<file path="src/rtl/pcc_cfg.svh">
// Purpose: offsets, field positions, reset values and limits of the completion cache control
// Assumes: 16-bit configuration registers addressed by byte offset
// Notes: definitions only
`ifndef PCC_CFG_SVH
`define PCC_CFG_SVH
`define PCC_OFF_PF_REQ 8'he8
`define PCC_OFF_XFR 8'hea
`define PCC_OFF_LOWER 8'hec
`define PCC_OFF_UPPER 8'hee
`define PCC_RST_PF_REQ 16'h0443
`define PCC_RST_XFR 16'h0008
`define PCC_RST_LOWER 16'h007f
`define PCC_RST_UPPER 16'h01c0
`define PCC_MASK_PF_REQ 16'h0fcf
`define PCC_MASK_XFR 16'h00ff
`define PCC_MASK_LIM 16'h0fff
`define PCC_CNT_MSB 11
`define PCC_CNT_LSB 8
`define PCC_MODE_MSB 7
`define PCC_MODE_LSB 6
`define PCC_LEN_MSB 3
`define PCC_LEN_LSB 0
`define PCC_CNT_OFF 4'h0
`define PCC_CNT_ONE 4'h1
`define PCC_LEN_MAX 4'h7
`define PCC_MIN_BYTES 14'h0040
`define PCC_MAX_BYTES 14'h2000
`endif

</file>
<file path="src/rtl/pcc_pkg.sv">
// Purpose: types shared by the completion cache control
// Assumes: constants come from pcc_cfg.svh
// Notes: none
package pcc_pkg;
   typedef enum logic [1:0] {
      PCC_NO_CACHE = 2'b00,
      PCC_LIGHT = 2'b01,
      PCC_FULL = 2'b10,
      PCC_RSVD = 2'b11
   } pcc_policy_t;

   typedef enum logic {PCC_IDLE, PCC_ISSUE} pcc_state_t;

   typedef struct packed {
      logic wr;
      logic rd;
      logic [7:0] addr;
      logic [1:0] be;
      logic [15:0] wdata;
   } pcc_cfg_req_t;

   typedef struct packed {
      logic valid;
      logic retry;
   } pcc_xfer_t;

   typedef struct packed {
      logic [3:0] prefetch_read_count_limit;
      pcc_policy_t completion_cache_policy;
      logic [3:0] prefetch_byte_length_limit;
      logic [7:0] idle_cycle_start_limit;
      logic [11:0] lower_limit;
      logic [11:0] upper_limit;
   } pcc_cfg_t;
endpackage : pcc_pkg

</file>
<file path="src/rtl/pcc_idle_timer.sv">
// Purpose: idle counters since the last completion buffer read hit
// Assumes: run is high while completion data is cached
// Notes: expired is registered, one cycle behind the counters
module pcc_idle_timer import pcc_pkg::*; #(
   parameter int CYC_W = 8,
   parameter int CLK_W = 12
) (
   input wire logic clk,
   input wire logic rst_n,
   input wire logic run,
   input wire logic read_hit,
   input wire logic cycle_start,
   input wire pcc_cfg_t cfg,
   output logic expired
);
   if (CYC_W != 8 || CLK_W != 12) begin : g_chk
      $error("pcc_idle_timer widths must match the register fields");
   end

   logic [CYC_W-1:0] cyc_cnt, next_cyc_cnt;
   logic [CLK_W-1:0] clk_cnt, next_clk_cnt;
   logic next_expired;

   always_comb begin
      next_cyc_cnt = cyc_cnt;
      next_clk_cnt = clk_cnt;
      if (!run || read_hit) begin
         next_cyc_cnt = '0;
         next_clk_cnt = '0;
      end else begin
         if (cycle_start && cyc_cnt != '1) next_cyc_cnt = cyc_cnt + 1'b1;
         if (clk_cnt != '1) next_clk_cnt = clk_cnt + 1'b1;
      end
      // upper limit alone expires it; otherwise both cycle-start and lower limits gate it
      next_expired = run && !read_hit && ((clk_cnt >= cfg.upper_limit) ||
         ((cyc_cnt >= cfg.idle_cycle_start_limit) &&
         (clk_cnt >= cfg.lower_limit)));
   end

   always_ff @(posedge clk or negedge rst_n) begin
      if (!rst_n) begin
         cyc_cnt <= '0;
         clk_cnt <= '0;
         expired <= 1'b0;
      end else begin
         cyc_cnt <= next_cyc_cnt;
         clk_cnt <= next_clk_cnt;
         expired <= next_expired;
      end
   end

   AST_HIT_RESTART: assert property (@(posedge clk) disable iff (!rst_n)
      read_hit |=> (clk_cnt == '0 && cyc_cnt == '0 && !expired))
      else $error("read hit did not restart idle counters");
   AST_XFR_GATE: assert property (@(posedge clk) disable iff (!rst_n)
      $rose(expired) |-> ($past(cyc_cnt) >= cfg.idle_cycle_start_limit || $past(clk_cnt) >= cfg.upper_limit))
      else $error("expired before cycle-start limit");
   AST_LOWER: assert property (@(posedge clk) disable iff (!rst_n)
      $rose(expired) |-> ($past(clk_cnt) >= cfg.lower_limit || $past(clk_cnt) >= cfg.upper_limit))
      else $error("expired before lower clock limit");
   AST_UPPER: assert property (@(posedge clk) disable iff (!rst_n)
      (run && !read_hit && clk_cnt >= cfg.upper_limit) |=> expired)
      else $error("upper limit reached without expiry");
endmodule : pcc_idle_timer

</file>
<file path="src/rtl/pcc_ctrl.sv">
// Purpose: pre-fetch agent limits, completion cache policy and discard control
// Assumes: all inputs synchronous to clk; cfg requests are single-cycle strobes
// Notes: any of rst_b, link_reset_n, global_reset_n resets every field
`include "pcc_cfg.svh"

module pcc_ctrl import pcc_pkg::*; (
   input wire logic clk,
   input wire logic rst_b,
   input wire logic link_reset_n,
   input wire logic global_reset_n,
   input wire pcc_cfg_req_t cfg_req,
   output logic [15:0] cfg_rdata,
   output logic cfg_rvalid,
   input wire logic thread_start,
   input wire logic pf_ready,
   output logic pf_req,
   output logic [13:0] pf_bytes,
   output logic pf_enabled,
   input wire logic cycle_start,
   input wire logic read_hit,
   input wire pcc_xfer_t xfer_end,
   output logic cache_valid,
   output logic discard
);
   function automatic logic [15:0] merge(input logic [15:0] cur, input logic [1:0] be,
                                         input logic [15:0] wd, input logic [15:0] mask);
      logic [15:0] byte_mask;
      byte_mask = {{8{be[1]}}, {8{be[0]}}};
      merge = ((cur & ~byte_mask) | (wd & byte_mask)) & mask;
   endfunction : merge

   function automatic logic [13:0] len_bytes(input logic [3:0] len);
      len_bytes = (len > `PCC_LEN_MAX) ? `PCC_MAX_BYTES : (`PCC_MIN_BYTES << len[2:0]);
   endfunction : len_bytes

   logic rst_n;
   assign rst_n = rst_b & link_reset_n & global_reset_n;

   logic [15:0] reg_pf_req, reg_xfr, reg_lower, reg_upper;
   logic [15:0] next_reg_pf_req, next_reg_xfr, next_reg_lower, next_reg_upper;
   logic [15:0] next_cfg_rdata;
   logic next_cfg_rvalid;
   pcc_cfg_t cfg;

   // register file
   always_comb begin
      next_reg_pf_req = reg_pf_req;
      next_reg_xfr = reg_xfr;
      next_reg_lower = reg_lower;
      next_reg_upper = reg_upper;
      if (cfg_req.wr) begin
         unique case (cfg_req.addr)
            `PCC_OFF_PF_REQ: next_reg_pf_req = merge(reg_pf_req, cfg_req.be, cfg_req.wdata, `PCC_MASK_PF_REQ);
            `PCC_OFF_XFR: next_reg_xfr = merge(reg_xfr, cfg_req.be, cfg_req.wdata, `PCC_MASK_XFR);
            `PCC_OFF_LOWER: next_reg_lower = merge(reg_lower, cfg_req.be, cfg_req.wdata, `PCC_MASK_LIM);
            `PCC_OFF_UPPER: next_reg_upper = merge(reg_upper, cfg_req.be, cfg_req.wdata, `PCC_MASK_LIM);
            default: ;
         endcase
      end
      next_cfg_rvalid = cfg_req.rd;
      next_cfg_rdata = 16'h0000;
      if (cfg_req.rd) begin
         unique case (cfg_req.addr)
            `PCC_OFF_PF_REQ: next_cfg_rdata = reg_pf_req & `PCC_MASK_PF_REQ;
            `PCC_OFF_XFR: next_cfg_rdata = reg_xfr & `PCC_MASK_XFR;
            `PCC_OFF_LOWER: next_cfg_rdata = reg_lower & `PCC_MASK_LIM;
            `PCC_OFF_UPPER: next_cfg_rdata = reg_upper & `PCC_MASK_LIM;
            default: next_cfg_rdata = 16'h0000;
         endcase
      end
   end

   always_ff @(posedge clk or negedge rst_n) begin
      if (!rst_n) begin
         reg_pf_req <= `PCC_RST_PF_REQ;
         reg_xfr <= `PCC_RST_XFR;
         reg_lower <= `PCC_RST_LOWER;
         reg_upper <= `PCC_RST_UPPER;
         cfg_rdata <= 16'h0000;
         cfg_rvalid <= 1'b0;
      end else begin
         reg_pf_req <= next_reg_pf_req;
         reg_xfr <= next_reg_xfr;
         reg_lower <= next_reg_lower;
         reg_upper <= next_reg_upper;
         cfg_rdata <= next_cfg_rdata;
         cfg_rvalid <= next_cfg_rvalid;
      end
   end

   always_comb begin
      cfg.prefetch_read_count_limit = reg_pf_req[`PCC_CNT_MSB:`PCC_CNT_LSB];
      cfg.completion_cache_policy = pcc_policy_t'(reg_pf_req[`PCC_MODE_MSB:`PCC_MODE_LSB]);
      cfg.prefetch_byte_length_limit = reg_pf_req[`PCC_LEN_MSB:`PCC_LEN_LSB];
      cfg.idle_cycle_start_limit = reg_xfr[7:0];
      cfg.lower_limit = reg_lower[11:0];
      cfg.upper_limit = reg_upper[11:0];
   end

   // pre-fetch agent
   pcc_state_t state, next_state;
   logic [3:0] remaining, next_remaining;
   logic next_pf_req, next_pf_enabled, policy_pf;
   logic [13:0] next_pf_bytes;

   always_comb begin
      policy_pf = (cfg.completion_cache_policy == PCC_LIGHT) || (cfg.completion_cache_policy == PCC_FULL);
      next_pf_enabled = policy_pf && (cfg.prefetch_read_count_limit != `PCC_CNT_OFF);
      next_state = state;
      next_remaining = remaining;
      next_pf_req = 1'b0;
      next_pf_bytes = pf_bytes;
      unique case (state)
         PCC_IDLE: begin
            // a new burst reloads the budget; count one issues nothing
            if (thread_start && policy_pf && cfg.prefetch_read_count_limit > `PCC_CNT_ONE) begin
               next_remaining = cfg.prefetch_read_count_limit - 4'h1;
               next_pf_bytes = len_bytes(cfg.prefetch_byte_length_limit);
               next_state = PCC_ISSUE;
            end
         end
         PCC_ISSUE: begin
            if (!policy_pf || cfg.prefetch_read_count_limit <= `PCC_CNT_ONE) begin
               next_state = PCC_IDLE;
            end else if (pf_ready) begin
               next_pf_req = 1'b1;
               next_remaining = remaining - 4'h1;
               if (remaining == 4'h1) next_state = PCC_IDLE;
            end
         end
      endcase
   end

   always_ff @(posedge clk or negedge rst_n) begin
      if (!rst_n) begin
         state <= PCC_IDLE;
         remaining <= 4'h0;
         pf_req <= 1'b0;
         pf_bytes <= `PCC_MIN_BYTES;
         pf_enabled <= 1'b0;
      end else begin
         state <= next_state;
         remaining <= next_remaining;
         pf_req <= next_pf_req;
         pf_bytes <= next_pf_bytes;
         pf_enabled <= next_pf_enabled;
      end
   end

   // completion cache keep or discard
   logic expired, keep, next_cache_valid, next_discard;

   pcc_idle_timer #(.CYC_W(8), .CLK_W(12)) u_timer (
      .clk(clk),
      .rst_n(rst_n),
      .run(cache_valid),
      .read_hit(read_hit),
      .cycle_start(cycle_start),
      .cfg(cfg),
      .expired(expired)
   );

   always_comb begin
      unique case (cfg.completion_cache_policy)
         PCC_LIGHT: keep = xfer_end.retry;
         PCC_FULL: keep = 1'b1;
         default: keep = 1'b0;
      endcase
      next_cache_valid = cache_valid;
      next_discard = 1'b0;
      if (xfer_end.valid) begin
         // a fresh keep decision wins over a coincident timer expiry
         next_cache_valid = keep;
         next_discard = !keep;
      end else if (cache_valid && expired) begin
         next_cache_valid = 1'b0;
         next_discard = 1'b1;
      end
   end

   always_ff @(posedge clk or negedge rst_n) begin
      if (!rst_n) begin
         cache_valid <= 1'b0;
         discard <= 1'b0;
      end else begin
         cache_valid <= next_cache_valid;
         discard <= next_discard;
      end
   end

   logic [3:0] issued;
   always_ff @(posedge clk or negedge rst_n) begin
      if (!rst_n) issued <= 4'h0;
      else if (state == PCC_IDLE && thread_start) issued <= 4'h0;
      else if (pf_req) issued <= issued + 4'h1;
   end

   AST_CNT_ZERO_OFF: assert property (@(posedge clk) disable iff (!rst_n)
      (cfg.prefetch_read_count_limit == `PCC_CNT_OFF) |=> !pf_enabled && !pf_req)
      else $error("pre-fetch active with count zero");
   AST_CNT_ONE_NONE: assert property (@(posedge clk) disable iff (!rst_n)
      (cfg.prefetch_read_count_limit == `PCC_CNT_ONE) [*2] |=> !pf_req)
      else $error("pre-fetch issued with count one");
   AST_BURST_BUDGET: assert property (@(posedge clk) disable iff (!rst_n)
      pf_req |-> issued < cfg.prefetch_read_count_limit - 4'h1)
      else $error("too many pre-fetch reads in a burst");
   AST_BURST_START: assert property (@(posedge clk) disable iff (!rst_n)
      (state == PCC_IDLE && thread_start && policy_pf && cfg.prefetch_read_count_limit > `PCC_CNT_ONE)
      |=> state == PCC_ISSUE && remaining == $past(cfg.prefetch_read_count_limit) - 4'h1)
      else $error("burst did not load its pre-fetch budget");
   AST_NO_CACHE_DISCARD: assert property (@(posedge clk) disable iff (!rst_n)
      (xfer_end.valid && cfg.completion_cache_policy == PCC_NO_CACHE) |=> discard && !cache_valid)
      else $error("no-cache mode kept data");
   AST_LIGHT_MASTER: assert property (@(posedge clk) disable iff (!rst_n)
      (xfer_end.valid && !xfer_end.retry && cfg.completion_cache_policy == PCC_LIGHT) |=> discard)
      else $error("light mode kept data after master end");
   AST_RETRY_KEEP: assert property (@(posedge clk) disable iff (!rst_n)
      (xfer_end.valid && xfer_end.retry && policy_pf) |=> cache_valid && !discard)
      else $error("retried data not kept");
   AST_FULL_KEEP: assert property (@(posedge clk) disable iff (!rst_n)
      (xfer_end.valid && cfg.completion_cache_policy == PCC_FULL) |=> cache_valid && !discard)
      else $error("full mode dropped data");
   AST_LEN_BYTES: assert property (@(posedge clk) disable iff (!rst_n)
      (state == PCC_IDLE && next_state == PCC_ISSUE && cfg.prefetch_byte_length_limit == 4'h0)
      |=> pf_bytes == `PCC_MIN_BYTES)
      else $error("wrong pre-fetch length");
   AST_RSVD_READ: assert property (@(posedge clk) disable iff (!rst_n)
      (cfg_req.rd && cfg_req.addr == `PCC_OFF_PF_REQ) |=> cfg_rvalid && cfg_rdata[15:12] == 4'h0
      && cfg_rdata[5:4] == 2'b00)
      else $error("reserved bits read nonzero");
   AST_EXPIRE_DISCARD: assert property (@(posedge clk) disable iff (!rst_n)
      (cache_valid && expired && !xfer_end.valid) |=> discard && !cache_valid)
      else $error("expiry did not discard");
endmodule : pcc_ctrl

</file>
<file path="config.mk">
export PLATFORM = sky130hd
export DESIGN_NAME = pcc_ctrl
export DESIGN_NICKNAME = d
export VERILOG_FILES = /design/src/rtl/pcc_pkg.sv /design/src/rtl/pcc_idle_timer.sv /design/src/rtl/pcc_ctrl.sv
export VERILOG_INCLUDE_DIRS = /design/src /design/src/rtl
export SDC_FILE = /design/constraint.sdc
export NUM_CORES = 1
export LEC_CHECK = 0
export ABC_AREA = 1
export BUFFER_PORTS_ARGS = -buffer_cell sky130_fd_sc_hd__buf_2
export CAP_MARGIN = 20
export CORE_UTILIZATION = 40
export DETAILED_ROUTE_END_ITERATION = 10
export SYNTH_ARGS = -nofsm -noshare
export SYNTH_HDL_FRONTEND = slang
export SYNTH_SLANG_ARGS = --single-unit
export TNS_END_PERCENT = 20
</file>
<file path="constraint.sdc">
create_clock -name clk -period 8.27 [get_ports clk]
set_input_delay 0.827 -clock clk [delete_from_list [all_inputs] [get_ports clk]]
set_output_delay 0.827 -clock clk [all_outputs]
set_load 0.01 [all_outputs]
</file>
==> impl_metrics.json <==
{
  "status": "complete, no violations",
  "cts_buffers": 9,
  "drt_iter0_markers": 254,
  "ys_types": 39,
  "port_buffers": 58,
  "hpwl_mm": 9.44,
  "crit_type": "in -> reg",
  "cts_num_sinks": 93,
  "initial_utilization_pct": 40.9,
  "setup_tns_ns": 0,
  "grt-ovfl-total": 0,
  "clockBufferDepth": 2,
  "core-area_um2": 13200,
  "slew_headroom_pct": 41.9,
  "cts-hold-fix-buffers": 0,
  "grt_pass1_wl_mm": 20.4,
  "die-area_um2": 14000,
  "p_leak_uw": 0.00302,
  "post-route-min-period_ns": 1.92,
  "fmax_mhz": 521,
  "cts_tree": "built",
  "whs_path_depth": 2,
  "fin_cells": 905,
  "drcViolationCount": 0,
  "synth_area_um2": 5400,
  "vias": 4337,
  "globalplace.congestion": 0.877,
  "ant_nets": 0,
  "fp.dieW_um": 118,
  "fin_skew_ns": 0.00692,
  "cts_resized": 0,
  "endpoint_kind": "flop",
  "synth_warnings": 0,
  "grt_usage_pct": 18.9,
  "wl_per_cell_um": 13.4,
  "rr_worst_depth": 8,
  "syn_to_final_growth_pct": 13.3,
  "fillCellCount": 1325,
  "ys_seq_area_share_pct": 43.5,
  "row_count": 42,
  "grt_max_degree": 58,
  "h-tree-depth": 3,
  "firstDrtPassIters": 4,
  "start_kind": "input port",
  "hold_class": "reg -> reg",
  "clk_pin_slew_ns": 0.07,
  "p_per_area_nw_per_um2": 156,
  "clock_latency_ns": 0.35,
  "avgViaCountPerCell": 4.79,
  "synthCells": 662,
  "setup_viol": 0,
  "whs_ns": 0.476,
  "fin_util_pct": 46.4,
  "final_hold_viol_count": 0,
  "first_global_vias": 4172,
  "critPathMaxFanout": 18,
  "synth-seq-cells": 93,
  "slew_viol_final": 0,
  "die_h_um": 118,
  "tightestPinTransition_ns": 0.865,
  "pin_count": 73,
  "wirelength_mm": 12.2,
  "rsz0062_at_grt": "no",
  "drive_gt1_share_pct": 20.2,
  "num_antenna_cells": 0,
  "avgSynthCellArea_um2": 8.15,
  "cts-root-buf": "clkbuf_16",
  "maxCapViolCount": 0,
  "cp.required_ns": 8.53,
  "antenna_found_initial": 0,
  "critPathArrivalTime_ns": 2.18,
  "dp.cells": 889,
  "r2r_slack_ns": 6.47,
  "finalCritPeriodShare_pct": 23.2,
  "r2r_end": "pf_bytes[9]",
  "post_cts_buffers": 0,
  "vdd_drop_max_uv": 140,
  "final_nets": 802
}
==> placed cells by master, fill, tap and decap left out, types with 2 or more instances in the layout <==
cell type,n
o21ai_2,15
buf_2,58
xor2_1,2
inv_1,105
dfrtp_1,77
inv_2,7
nand3_1,25
nor2_2,5
o21ai_1,49
clkbuf_16,9
nand2_2,14
o22ai_1,14
a31oi_1,4
clkinv_4,3
o21ai_0,10
conb_1,10
nand2_1,145
xnor2_1,2
nor2_4,3
a21oi_1,20
nand4_1,3
ha_1,40
o31ai_1,3
clkinv_2,3
nand3_2,4
clkinvlp_4,2
dfstp_2,16
nor2_1,52
nand3_4,2
nor3_1,15
==> through the flow <==
step                      cell area (um^2)  setup slack, ns  power [uW]
after floorplan                       5430             4.49         526
after global placement                5810             6.03         546
after detailed placement              5810             5.99         548
after CTS                             6110             6.35         969
after global routing                  6110             6.19         999
final                                 6110             6.35         954
==> cell type report <==
type / count / area [um^2] / area share [%]
Clock buffer: 9 / 225 / 3.68
Clock inverter: 7 / 76.3 / 1.25
Inverter: 114 / 430 / 7.04
Multi-Input combinational cell: 447 / 2520 / 41.2
Sequential cell: 93 / 2350 / 38.4
Tap cell: 176 / 220 / 3.60
Timing Repair Buffer: 59 / 298 / 4.87
==> cell usage after synthesis <==
cell      number  area share, %
nand2_1      145             10
inv_1        105            7.3
dfrtp_1       77             36
nor2_1        52            3.6
o21ai_1       49            4.5
ha_1          40            9.3
nand3_1       25            2.3
a21oi_1       20            1.9
dfstp_2       16            7.8
nor3_1        15            1.4
o21ai_2       15            2.4
nand2_2       14            1.6
o22ai_1       14            1.6
buf_4         10            1.4
o21ai_0       10           0.93
inv_2          7           0.49
buf_6          5            1.0
nor2_2         5           0.58
a31oi_1        4           0.46
nand3_2        4           0.74
nand4_1        3           0.35
nor2_4         3           0.63
o31ai_1        3           0.42
buf_2          2           0.19
clkinv_2       2           0.19
nand3_4        2           0.65
xnor2_1        2           0.32
xor2_1         2           0.32
a21o_1         1           0.14
and3_1         1           0.12
conb_1         1          0.069
mux2i_1        1           0.19
nand2_4        1           0.21
nor2_8         1           0.37
o21a_1         1           0.14
o21bai_1       1           0.14
o221ai_1       1           0.16
or2_0          1           0.12
or2_2          1           0.12
==> kinds of logic (layout without fill, tap and decap cells) <==
logic type	after synthesis	in the layout	share of synthesized area, %
AO/OA/AOI/OAI	119	119	12.8
XOR/XNOR	4	4	0.649
buffers and inverters	131	189	10.6
flip-flops	93	93	43.5
other	1	10	0.0695
adder cells (fa/ha/maj)	40	40	9.27
multiplexers	1	1	0.185
AND/OR/NAND/NOR	273	273	22.9
==> worst max-delay path by stage <==
stage	from	endpoint	slack, ns	cells past startpoint
4_1_cts	read_hit	u_timer.clk_cnt[2]	6.35	4
3_3_place_gp	read_hit	u_timer.clk_cnt[5]	6.03	4
5_1_grt	read_hit	u_timer.clk_cnt[2]	6.19	4
6_report	read_hit	u_timer.clk_cnt[2]	6.35	4
3_5_place_dp	read_hit	u_timer.clk_cnt[2]	5.99	4
2_1_floorplan	global_reset_n	asynchronous set/reset pin	4.49	1
==> critical path, cell delays in order <==
cell and delay (ns):
buf_2 0.11, nor2_2 0.60, inv_1 0.33, o31ai_1 0.31
==> per-layer routing <==
layer | wire [um] | GRT usage (%) | part of all wire (%) | up-vias
li1 | - | - | - | 2232
met1 | 5780 | 25.0 | 48 | 2004
met2 | 5650 | 29.7 | 46 | 92
met3 | 573 | 4.87 | 4.7 | 9
met4 | 159 | 7.13 | 1.3 | 0
met5 | 0 | 0 | 0 | -
==> where the power goes <==
group	switching (uW)	total, uW	internal (uW)	leakage (uW)
registers	5.59	471	465	0.00121
logic	45.7	68.5	22.9	0.00166
clock network	180	415	235	0.000142
total	231	954	723	0.00302
Note: power is estimated with default switching activity, not from simulation.
